File: config.mk
export PLATFORM = sky130hd
export DESIGN_NAME = i2c_flags
export DESIGN_NICKNAME = d
export VERILOG_FILES = /design/src/i2c_flags_pkg.sv /design/src/pin_sync.sv /design/src/i2c_flags.sv
export VERILOG_INCLUDE_DIRS = /design/src
export SDC_FILE = /design/constraint.sdc
export NUM_CORES = 1
export LEC_CHECK = 0
export ABC_CLOCK_PERIOD_IN_PS = 3900
export BUFFER_PORTS_ARGS = -buffer_cell sky130_fd_sc_hd__buf_2
export CAP_MARGIN = 15
export CORE_UTILIZATION = 40
export CTS_BUF_LIST = sky130_fd_sc_hd__clkbuf_4 sky130_fd_sc_hd__clkbuf_8
export CTS_CLUSTER_DIAMETER = 120
export CTS_CLUSTER_SIZE = 40
export DETAILED_ROUTE_END_ITERATION = 7
export PLACE_DENSITY_LB_ADDON = 0.1
export SYNTH_ARGS = -nofsm -noshare
export SYNTH_HDL_FRONTEND = slang
export SYNTH_SLANG_ARGS = --single-unit
export TNS_END_PERCENT = 20
File: constraint.sdc
create_clock -name MCLK -period 3.9 [get_ports MCLK]
set_input_delay 0.975 -clock MCLK [delete_from_list [all_inputs] [get_ports MCLK]]
set_output_delay 0.975 -clock MCLK [all_outputs]
set_load 0.02 [all_outputs]
File: src/i2c_flags_defines.svh
// Register offsets, field positions and reset values of the status flag block
`ifndef I2C_FLAGS_DEFINES_SVH
`define I2C_FLAGS_DEFINES_SVH
`define OFF_STATUS 8'h00
`define OFF_CTRL 8'h04
`define OFF_TX_HOLD 8'h08
`define OFF_RX_HOLD 8'h0c
`define OFF_IRQ_STAT 8'h10
`define OFF_IRQ_MASK 8'h14
`define ST_NACK 15
`define ST_MTX 14
`define ST_ACKPH 13
`define ST_COLL 10
`define ST_GC 9
`define ST_TEN 8
`define ST_WCOL 7
`define ST_OVF 6
`define ST_DA 5
`define ST_STOP 4
`define ST_START 3
`define ST_RW 2
`define ST_RXF 1
`define ST_TXF 0
`define CT_MASTER 0
`define CT_SLAVE 1
`define CT_OVWR 2
`define CT_GCEN 3
`define CT_TENBIT 4
`define CT_ADDR_LO 8
`define CT_ADDR_HI 17
`define IRQ_RX 0
`define IRQ_TXDONE 1
`define IRQ_COLL 2
`define IRQ_STOP 3
`define IRQ_START 4
`define IRQ_W 5
`define BITS_PER_BYTE 4'h8
`define GC_ADDR 8'h00
`define TEN_HDR 5'h1e
`define CTRL_RST 32'h0000_0000
`endif

File: src/i2c_flags_pkg.sv
// Types of the status flag block
`default_nettype none
package i2c_flags_pkg;
	typedef struct packed {
		logic scl_q;
		logic sda_q;
		logic in_frame;
		logic first_byte;
		logic pend_ten;
		logic addressed;
		logic ack_drive;
		logic [3:0] bit_cnt;
		logic [7:0] rx_shift_reg;
		logic [7:0] tx_holding_reg;
		logic [7:0] rx_holding_reg;
		logic [15:0] flags;
		logic [31:0] ctrl;
		logic [4:0] irq_stat;
		logic [4:0] irq_mask;
		logic [31:0] rdata;
		logic irq;
		logic sda_oe;
	} state_t;
endpackage
`default_nettype wire

File: src/pin_sync.sv
// Two-stage synchroniser for a group of bus pins
`default_nettype none
module pin_sync #(
	parameter int WIDTH = 2
) (
	input wire logic clk,
	input wire logic rst_n,
	input wire logic [WIDTH-1:0] pin_in,
	output var logic [WIDTH-1:0] pin_sync
);
	logic [WIDTH-1:0] meta_ff;
	logic [WIDTH-1:0] sync_ff;
	genvar gi;
	generate
		for (gi = 0; gi < WIDTH; gi++) begin : g_bit
			always_ff @(posedge clk) begin
				if (!rst_n) begin
					meta_ff[gi] <= 1'b1;
					sync_ff[gi] <= 1'b1;
				end else begin
					meta_ff[gi] <= pin_in[gi];
					sync_ff[gi] <= meta_ff[gi];
				end
			end
		end
	endgenerate
	assign pin_sync = sync_ff;
endmodule
`default_nettype wire

File: src/i2c_flags.sv
// Status flag logic of a two-wire bus controller, master transmit and slave receive
//
// Overview of operation
// RL1: In master transmit the nack flag takes the acknowledge bit level at the end of the acknowledge.
// RL2: The master transmit flag rises when a master byte starts and falls at the end of its acknowledge.
// RL3: In slave mode the acknowledge phase flag sets on the 8th SCL fall and clears on the 9th rise.
// RL4: A bus collision during a master transmit sets the sticky master collision flag.
// RL5: A received general call address sets the general call flag and a Stop clears it.
// RL6: A matching second byte of a ten-bit address sets the ten-bit flag and a Stop clears it.
// RL7: A transmit holding write while busy is dropped and sets the write collision flag, cleared by software.
// RL8: A byte moved while the receive holding register is full sets the overflow flag, cleared by software.
// RL9: In slave mode an address match clears the data flag and a received data byte sets it.
// RL10: The stop flag is one only when a Stop was the latest bus condition seen.
// RL11: The start flag is one only when a Start or Repeated Start was the latest bus condition.
// RL12: After each slave address byte the direction flag takes the read or write bit.
// RL13: The receive full flag sets when a byte enters the receive holding register and clears on its read.
// RL14: The transmit full flag sets on a transmit holding write and clears when that byte is sent.
// RL15: Status bits 31 to 16 and 12 to 11 read as zero.
// RL16: Without the overwrite option the receive holding register updates only while overflow is clear.
// RL17: All status flags are zero after reset.
//
// The address map and the plain strobed port are this design's own decisions.
`default_nettype none
`include "i2c_flags_defines.svh"
module i2c_flags (
	input wire logic MCLK,
	input wire logic RSTN,
	input wire logic [7:0] ADDR,
	input wire logic [31:0] WDATA,
	input wire logic WR,
	input wire logic RD,
	output var logic [31:0] RDATA,
	input wire logic SCL_IN,
	input wire logic SDA_IN,
	output var logic SDA_OUT,
	output var logic SDA_OE,
	output var logic IRQ
);
	i2c_flags_pkg::state_t st_ff;
	i2c_flags_pkg::state_t nxt_st;
	logic [1:0] pins;
	logic scl;
	logic sda;
	logic scl_rise;
	logic scl_fall;
	logic start_det;
	logic stop_det;
	logic data_rise;
	logic ack_rise;
	logic tx_bit;
	logic coll_evt;
	logic byte_done;
	logic [7:0] rx_byte;
	logic tx_wr;
	logic busy;
	logic rx_rd;

	function automatic logic reg_hit(input logic [7:0] a, input logic [7:0] off);
		reg_hit = (a == off);
	endfunction

	pin_sync #(.WIDTH(2)) u_sync (
		.clk(MCLK),
		.rst_n(RSTN),
		.pin_in({SDA_IN, SCL_IN}),
		.pin_sync(pins)
	);

	assign scl = pins[0];
	assign sda = pins[1];
	assign scl_rise = scl & ~st_ff.scl_q;
	assign scl_fall = ~scl & st_ff.scl_q;
	assign start_det = scl & st_ff.scl_q & st_ff.sda_q & ~sda;
	assign stop_det = scl & st_ff.scl_q & ~st_ff.sda_q & sda;
	assign data_rise = scl_rise & st_ff.in_frame & (st_ff.bit_cnt < `BITS_PER_BYTE);
	assign ack_rise = scl_rise & st_ff.in_frame & (st_ff.bit_cnt == `BITS_PER_BYTE);
	assign tx_bit = st_ff.tx_holding_reg[3'h7 - st_ff.bit_cnt[2:0]];
	assign coll_evt = data_rise & st_ff.flags[`ST_MTX] & tx_bit & ~sda;
	assign byte_done = data_rise & (st_ff.bit_cnt == 4'h7);
	assign rx_byte = {st_ff.rx_shift_reg[6:0], sda};
	assign tx_wr = WR & reg_hit(ADDR, `OFF_TX_HOLD);
	assign busy = st_ff.flags[`ST_MTX] | st_ff.flags[`ST_TXF];
	assign rx_rd = RD & reg_hit(ADDR, `OFF_RX_HOLD);

	always_comb begin
		logic move;
		logic upd;
		logic slave_ok;
		logic [9:0] own;
		logic [4:0] ev;
		logic [15:0] rd_stat;
		move = 1'b0;
		upd = 1'b0;
		ev = 5'h00;
		rd_stat = 16'h0000;
		own = st_ff.ctrl[`CT_ADDR_HI:`CT_ADDR_LO];
		slave_ok = st_ff.ctrl[`CT_SLAVE] & ~st_ff.flags[`ST_MTX];
		nxt_st = st_ff;
		nxt_st.scl_q = scl;
		nxt_st.sda_q = sda;
		nxt_st.rdata = 32'h0000_0000;
		// Software side: clears first, so hardware sets below win
		if (WR) begin
			if (reg_hit(ADDR, `OFF_STATUS)) begin
				if (WDATA[`ST_WCOL]) nxt_st.flags[`ST_WCOL] = 1'b0; // [RL7]
				if (WDATA[`ST_OVF]) nxt_st.flags[`ST_OVF] = 1'b0; // [RL8]
				if (WDATA[`ST_COLL]) nxt_st.flags[`ST_COLL] = 1'b0;
			end
			if (reg_hit(ADDR, `OFF_CTRL)) begin
				nxt_st.ctrl = WDATA;
			end
			if (reg_hit(ADDR, `OFF_IRQ_STAT)) begin
				nxt_st.irq_stat = st_ff.irq_stat & ~WDATA[`IRQ_W-1:0];
			end
			if (reg_hit(ADDR, `OFF_IRQ_MASK)) begin
				nxt_st.irq_mask = WDATA[`IRQ_W-1:0];
			end
		end
		if (rx_rd) begin
			nxt_st.flags[`ST_RXF] = 1'b0; // [RL13]
		end
		if (tx_wr) begin
			if (busy) begin
				nxt_st.flags[`ST_WCOL] = 1'b1; // [RL7]
			end else begin
				nxt_st.tx_holding_reg = WDATA[7:0];
				nxt_st.flags[`ST_TXF] = 1'b1; // [RL14]
				if (st_ff.ctrl[`CT_MASTER]) begin
					nxt_st.flags[`ST_MTX] = 1'b1; // [RL2]
					nxt_st.sda_oe = ~WDATA[7];
				end
			end
		end
		// Bus conditions
		if (start_det) begin
			nxt_st.flags[`ST_START] = 1'b1; // [RL11]
			nxt_st.flags[`ST_STOP] = 1'b0; // [RL10]
			nxt_st.in_frame = 1'b1;
			nxt_st.first_byte = 1'b1;
			nxt_st.addressed = 1'b0;
			nxt_st.ack_drive = 1'b0;
			nxt_st.bit_cnt = 4'h0;
			nxt_st.sda_oe = 1'b0;
			ev[`IRQ_START] = 1'b1;
		end else if (stop_det) begin
			nxt_st.flags[`ST_STOP] = 1'b1; // [RL10]
			nxt_st.flags[`ST_START] = 1'b0; // [RL11]
			nxt_st.flags[`ST_GC] = 1'b0; // [RL5]
			nxt_st.flags[`ST_TEN] = 1'b0; // [RL6]
			nxt_st.flags[`ST_ACKPH] = 1'b0;
			nxt_st.in_frame = 1'b0;
			nxt_st.pend_ten = 1'b0;
			nxt_st.addressed = 1'b0;
			nxt_st.ack_drive = 1'b0;
			nxt_st.bit_cnt = 4'h0;
			nxt_st.sda_oe = 1'b0;
			ev[`IRQ_STOP] = 1'b1;
		end else begin
			if (data_rise) begin
				nxt_st.rx_shift_reg = rx_byte;
				nxt_st.bit_cnt = st_ff.bit_cnt + 4'h1;
			end
			if (coll_evt) begin
				// Lost arbitration: release the line and drop the byte
				nxt_st.flags[`ST_COLL] = 1'b1; // [RL4]
				nxt_st.flags[`ST_MTX] = 1'b0;
				nxt_st.flags[`ST_TXF] = 1'b0;
				nxt_st.sda_oe = 1'b0;
				ev[`IRQ_COLL] = 1'b1;
			end
			if (byte_done && slave_ok) begin
				nxt_st.first_byte = 1'b0;
				nxt_st.ack_drive = 1'b0;
				if (st_ff.first_byte) begin
					if (rx_byte == `GC_ADDR && st_ff.ctrl[`CT_GCEN]) begin
						nxt_st.flags[`ST_GC] = 1'b1; // [RL5]
						nxt_st.addressed = 1'b1;
						nxt_st.flags[`ST_DA] = 1'b0; // [RL9]
						nxt_st.flags[`ST_RW] = 1'b0; // [RL12]
						move = 1'b1;
					end else if (st_ff.ctrl[`CT_TENBIT]) begin
						if (rx_byte[7:3] == `TEN_HDR && rx_byte[2:1] == own[9:8]) begin
							nxt_st.flags[`ST_RW] = rx_byte[0]; // [RL12]
							nxt_st.ack_drive = 1'b1;
							// Read header after a full match re-addresses at once
							if (rx_byte[0] && st_ff.flags[`ST_TEN]) begin
								nxt_st.addressed = 1'b1;
								nxt_st.flags[`ST_DA] = 1'b0; // [RL9]
							end else begin
								nxt_st.pend_ten = 1'b1;
							end
						end
					end else if (rx_byte[7:1] == own[6:0]) begin
						nxt_st.addressed = 1'b1;
						nxt_st.flags[`ST_DA] = 1'b0; // [RL9]
						nxt_st.flags[`ST_RW] = rx_byte[0]; // [RL12]
						move = 1'b1;
					end
				end else if (st_ff.pend_ten) begin
					nxt_st.pend_ten = 1'b0;
					if (rx_byte == own[7:0]) begin
						nxt_st.flags[`ST_TEN] = 1'b1; // [RL6]
						nxt_st.addressed = 1'b1;
						nxt_st.flags[`ST_DA] = 1'b0; // [RL9]
						move = 1'b1;
					end
				end else if (st_ff.addressed) begin
					nxt_st.flags[`ST_DA] = 1'b1; // [RL9]
					move = 1'b1;
				end
			end else if (byte_done) begin
				nxt_st.first_byte = 1'b0;
			end
			if (move) begin
				// Overwrite option ignores overflow but never a full holding register
				upd = ~st_ff.flags[`ST_RXF] &
					(st_ff.ctrl[`CT_OVWR] | ~st_ff.flags[`ST_OVF]); // [RL16]
				if (st_ff.flags[`ST_RXF]) begin
					nxt_st.flags[`ST_OVF] = 1'b1; // [RL8]
				end
				if (upd) begin
					nxt_st.rx_holding_reg = rx_byte;
					nxt_st.flags[`ST_RXF] = 1'b1; // [RL13]
					nxt_st.ack_drive = 1'b1;
					ev[`IRQ_RX] = 1'b1;
				end
			end
			if (ack_rise) begin
				nxt_st.bit_cnt = 4'h0;
				nxt_st.flags[`ST_ACKPH] = 1'b0; // [RL3]
				if (st_ff.flags[`ST_MTX]) begin
					nxt_st.flags[`ST_NACK] = sda; // [RL1]
					nxt_st.flags[`ST_MTX] = 1'b0; // [RL2]
					nxt_st.flags[`ST_TXF] = 1'b0; // [RL14]
					ev[`IRQ_TXDONE] = 1'b1;
				end
			end
			if (scl_fall && st_ff.in_frame) begin
				if (st_ff.bit_cnt == `BITS_PER_BYTE && st_ff.ctrl[`CT_SLAVE]) begin
					nxt_st.flags[`ST_ACKPH] = 1'b1; // [RL3]
				end
				// Line changes only while SCL is low
				if (st_ff.flags[`ST_MTX] && st_ff.bit_cnt < `BITS_PER_BYTE) begin
					nxt_st.sda_oe = ~tx_bit;
				end else begin
					nxt_st.sda_oe = st_ff.ack_drive & (st_ff.bit_cnt == `BITS_PER_BYTE);
				end
			end
		end
		nxt_st.irq_stat = nxt_st.irq_stat | ev;
		nxt_st.irq = |(nxt_st.irq_stat & nxt_st.irq_mask);
		rd_stat = st_ff.flags;
		rd_stat[12:11] = 2'h0; // [RL15]
		if (RD) begin
			if (reg_hit(ADDR, `OFF_STATUS)) nxt_st.rdata = {16'h0000, rd_stat}; // [RL15]
			if (reg_hit(ADDR, `OFF_CTRL)) nxt_st.rdata = st_ff.ctrl;
			if (reg_hit(ADDR, `OFF_TX_HOLD)) nxt_st.rdata = {24'h00_0000, st_ff.tx_holding_reg};
			if (reg_hit(ADDR, `OFF_RX_HOLD)) nxt_st.rdata = {24'h00_0000, st_ff.rx_holding_reg};
			if (reg_hit(ADDR, `OFF_IRQ_STAT)) nxt_st.rdata = {27'h000_0000, st_ff.irq_stat};
			if (reg_hit(ADDR, `OFF_IRQ_MASK)) nxt_st.rdata = {27'h000_0000, st_ff.irq_mask};
		end
	end

	always_ff @(posedge MCLK) begin
		if (!RSTN) begin
			st_ff <= '0; // [RL17]
			// Pins idle high, so no false edge after reset
			st_ff.scl_q <= 1'b1;
			st_ff.sda_q <= 1'b1;
		end else begin
			st_ff <= nxt_st;
		end
	end

	assign RDATA = st_ff.rdata;
	assign SDA_OUT = 1'b0;
	assign SDA_OE = st_ff.sda_oe;
	assign IRQ = st_ff.irq;
endmodule
`default_nettype wire

==> impl_metrics.tcl <==
set metrics [dict create \
    seq_power_share_pct 50.5 \
    worstPathCellList "nand4bb_1 > nor4_1 > buf_4 > nor3b_4 > a31oi_1 > o221ai_2" \
    cp-end-kind "register" \
    antenna_found_initial 0 \
    hold_class "reg2reg" \
    yosysWarnings 0 \
    leakagePower_nw 2.45 \
    grt_max_degree 39 \
    wirelength_um 14300 \
    fin_crit_sh_pct 70.5 \
    synth_nets 687 \
    grt_overflow_total 0 \
    worstPathRequired_ns 4.26 \
    p_per_area_nw_per_um2 412 \
    fillers 1394 \
    clock_latency_ns 0.44 \
    cts_tree "built" \
    mostFrequentLayoutCells "dfxtp_1, nand2_1, buf_2, a21oi_1, nor2_1" \
    worstMarginPinSlew_ns 0.803 \
    rsz0062_at_grt "no" \
    critPathKind "reg2reg" \
    die_w_um 120 \
    clkPwrFrac_pct 45.9 \
    fin_skew_ns 0.00987 \
    cts_buffers 17 \
    n_antenna_cell 0 \
    syn_area_sq_um 5610 \
    vias 4574 \
    post_cts_buffers 0 \
    drive_gt1_share_pct 20.7 \
    finalSetupViolations 0 \
    coreArea_sq_um 13500 \
    avgRoutedWirePerCell_um 16.6 \
    io_pins 81 \
    final-max-slew-violation-count 0 \
    drc 0 \
    drt_iter0_markers 354 \
    synth_ff_type "dfxtp_1" \
    grt_pass1_wl_um 22700 \
    multi_input_area_sq_um 2570 \
    hold_viol 0 \
    comb_power_share_pct 3.7 \
    clock_path_buffers 2 \
    seq_area_frac_synth_pct 45.3 \
    cts_resized 0 \
    cp-start-kind "register" \
    cts_max_level 4 \
    ys_types 68 \
    cts_hold_buf 0 \
    port_buffers 79 \
    p_switching_w 0.000576 \
    vdd_drop_max_uv 343 \
    finalWorstPathRequiredPeriod_ns 2.75 \
    ys_ff_latch 127 \
    area_growth_pct 12.4 \
    p_sw_share_pct 22.2 \
    ant_nets 0 \
    critPathArrivalTime_ns 3.11 \
    p_int_w 0.00202 \
    start_util_pct 41.7 \
    async_flop_share_pct 0 \
    status "finished clean" \
    place.gp.congestion 0.896 \
    num_rows 42 \
    nNetsFinal 721 \
    cts_sinks 127 \
    final.setup.tns_ns 0 \
    maxSlewHeadroom_pct 46.4 \
    dr.pass1.iters 6 \
    timing.max_cap.violations 0 \
    crit_fanout 18 \
    slowest_delay_ns 0.63 \
    avgSynthCellArea_sq_um 8.76 \
    viasPerCell 5.31 \
    cts_root_buf "clkbuf_8" \
    grt_pass1_vias 4245 \
    place_area_sq_um 5890 \
    critPathSlowestCell "nor3b_4" \
    final_common_cell "dfxtp_1" \
    hpwl_um 10100 \
    synth_edf_count 0 \
    regArea_sq_um 2540 \
    die_area_sq_um 14500 \
    fp.dieH_um 120 \
    clk_pin_slew_worst_paths_ns 0.06 \
    syn_inst 640 \
    grt_use_total_pct 20.5 \
    finalInstanceArea_sq_um 6300 \
    max_freq_mhz 364 \
]
[layer usage]
metal | wire length [um] | track usage, %
met1 | 6960 | 27.7
met2 | 6460 | 32.0
met3 | 723 | 4.67
met4 | 133 | 7.64
met5 | 0 | 0
[layout make-up]
type / instances / area share, %
Clock buffer: 21 / 4.49
Clock inverter: 10 / 2.16
Inverter: 21 / 1.25
Multi-Input combinational cell: 418 / 40.8
Sequential cell: 127 / 40.3
Tap cell: 176 / 3.49
Timing Repair Buffer: 89 / 7.46
[power by group through the flow]
| stage | sequential [W] | clock (W) | combinational [W] |
|---|---|---|---|
| after floorplan | 0.00133 | 0 | 0.0000507 |
| after global placement | 0.00134 | 0 | 0.0000941 |
| final | 0.00131 | 0.00119 | 0.0000954 |
| after global routing | 0.00131 | 0.00127 | 0.000104 |
| after detailed placement | 0.00134 | 0 | 0.0000946 |
| after CTS | 0.00131 | 0.00122 | 0.0000950 |
[through the flow]
stage               power [W]  cells  utilization, %  setup slack (ns)  hold WS, ns
floorplan             0.00139    640               -              1.35        0.386
global placement      0.00143    831            43.8              1.03        0.393
detailed placement    0.00143    831            43.8             0.970        0.392
CTS                   0.00262    862            46.9              1.15        0.412
global route          0.00269    862            46.9             0.889        0.421
finish                0.00259    862            46.9              1.15        0.408
[Yosys cell counts, types with 4 or more instances]
library cell | instances | area share (%)
a211oi_1 | 4 | 0.54
a21oi_1 | 63 | 5.6
a22o_1 | 9 | 1.4
a22oi_1 | 5 | 0.67
a31o_1 | 7 | 1.1
a31oi_1 | 6 | 0.67
and2_1 | 22 | 2.5
buf_2 | 4 | 0.36
buf_4 | 33 | 4.4
clkbuf_1 | 34 | 2.3
dfxtp_1 | 127 | 45
inv_1 | 20 | 1.3
mux2_2 | 8 | 1.6
mux2i_1 | 17 | 3.0
nand2_1 | 103 | 6.9
nand2b_1 | 10 | 1.1
nand3_1 | 7 | 0.62
nand4_1 | 14 | 1.6
nand4b_1 | 4 | 0.62
nor2_1 | 37 | 2.5
nor3_1 | 10 | 0.89
nor4_1 | 7 | 0.78
o21ai_0 | 5 | 0.45
xnor2_1 | 9 | 1.4
xor2_1 | 11 | 1.7
[final timing paths]
kind,start,endpoint,slack (ns),cells past startpoint
setup / recovery,st_ff[124],IRQ,1.15,6
hold / removal,u_sync.meta_ff[1],u_sync.pin_sync[1],0.41,1
hold reg to reg,u_sync.meta_ff[1],u_sync.pin_sync[1],0.41,1
setup reg to reg,st_ff[124],IRQ,1.15,6
[worst max-delay path, delay by kind of cell, from the launching register on]
| kind | cells | cell delay [ns] |
|---|---|---|
| flip-flops | 1 | 0.44 |
| AO/OA/AOI/OAI | 2 | 0.51 |
| buffers and inverters | 1 | 0.23 |
| AND/OR/NAND/NOR | 3 | 1.49 |
[flip-flops by register name, indices dropped and copies added (netlist names)]
| name | cells |
|---|---|
| rx_byte | 7 |
| u_sync.pin_sync | 2 |
| SDA_OE | 1 |
| IRQ | 1 |
| st_ff | 82 |
| RDATA | 32 |
| u_sync.meta_ff | 2 |
[logic make-up (layout without fill, tap and decap cells)]
family	after synthesis	in the layout	synth area share [%]
buffers and inverters	95	141	8.92
AND/OR/NAND/NOR	239	239	21.5
adder cells (fa/ha/maj)	1	1	0.223
other	1	1	0.0669
XOR/XNOR	20	20	3.12
AO/OA/AOI/OAI	130	130	15.4
multiplexers	27	27	5.44
flip-flops	127	127	45.3
Power figures use the tool's default switching activity.
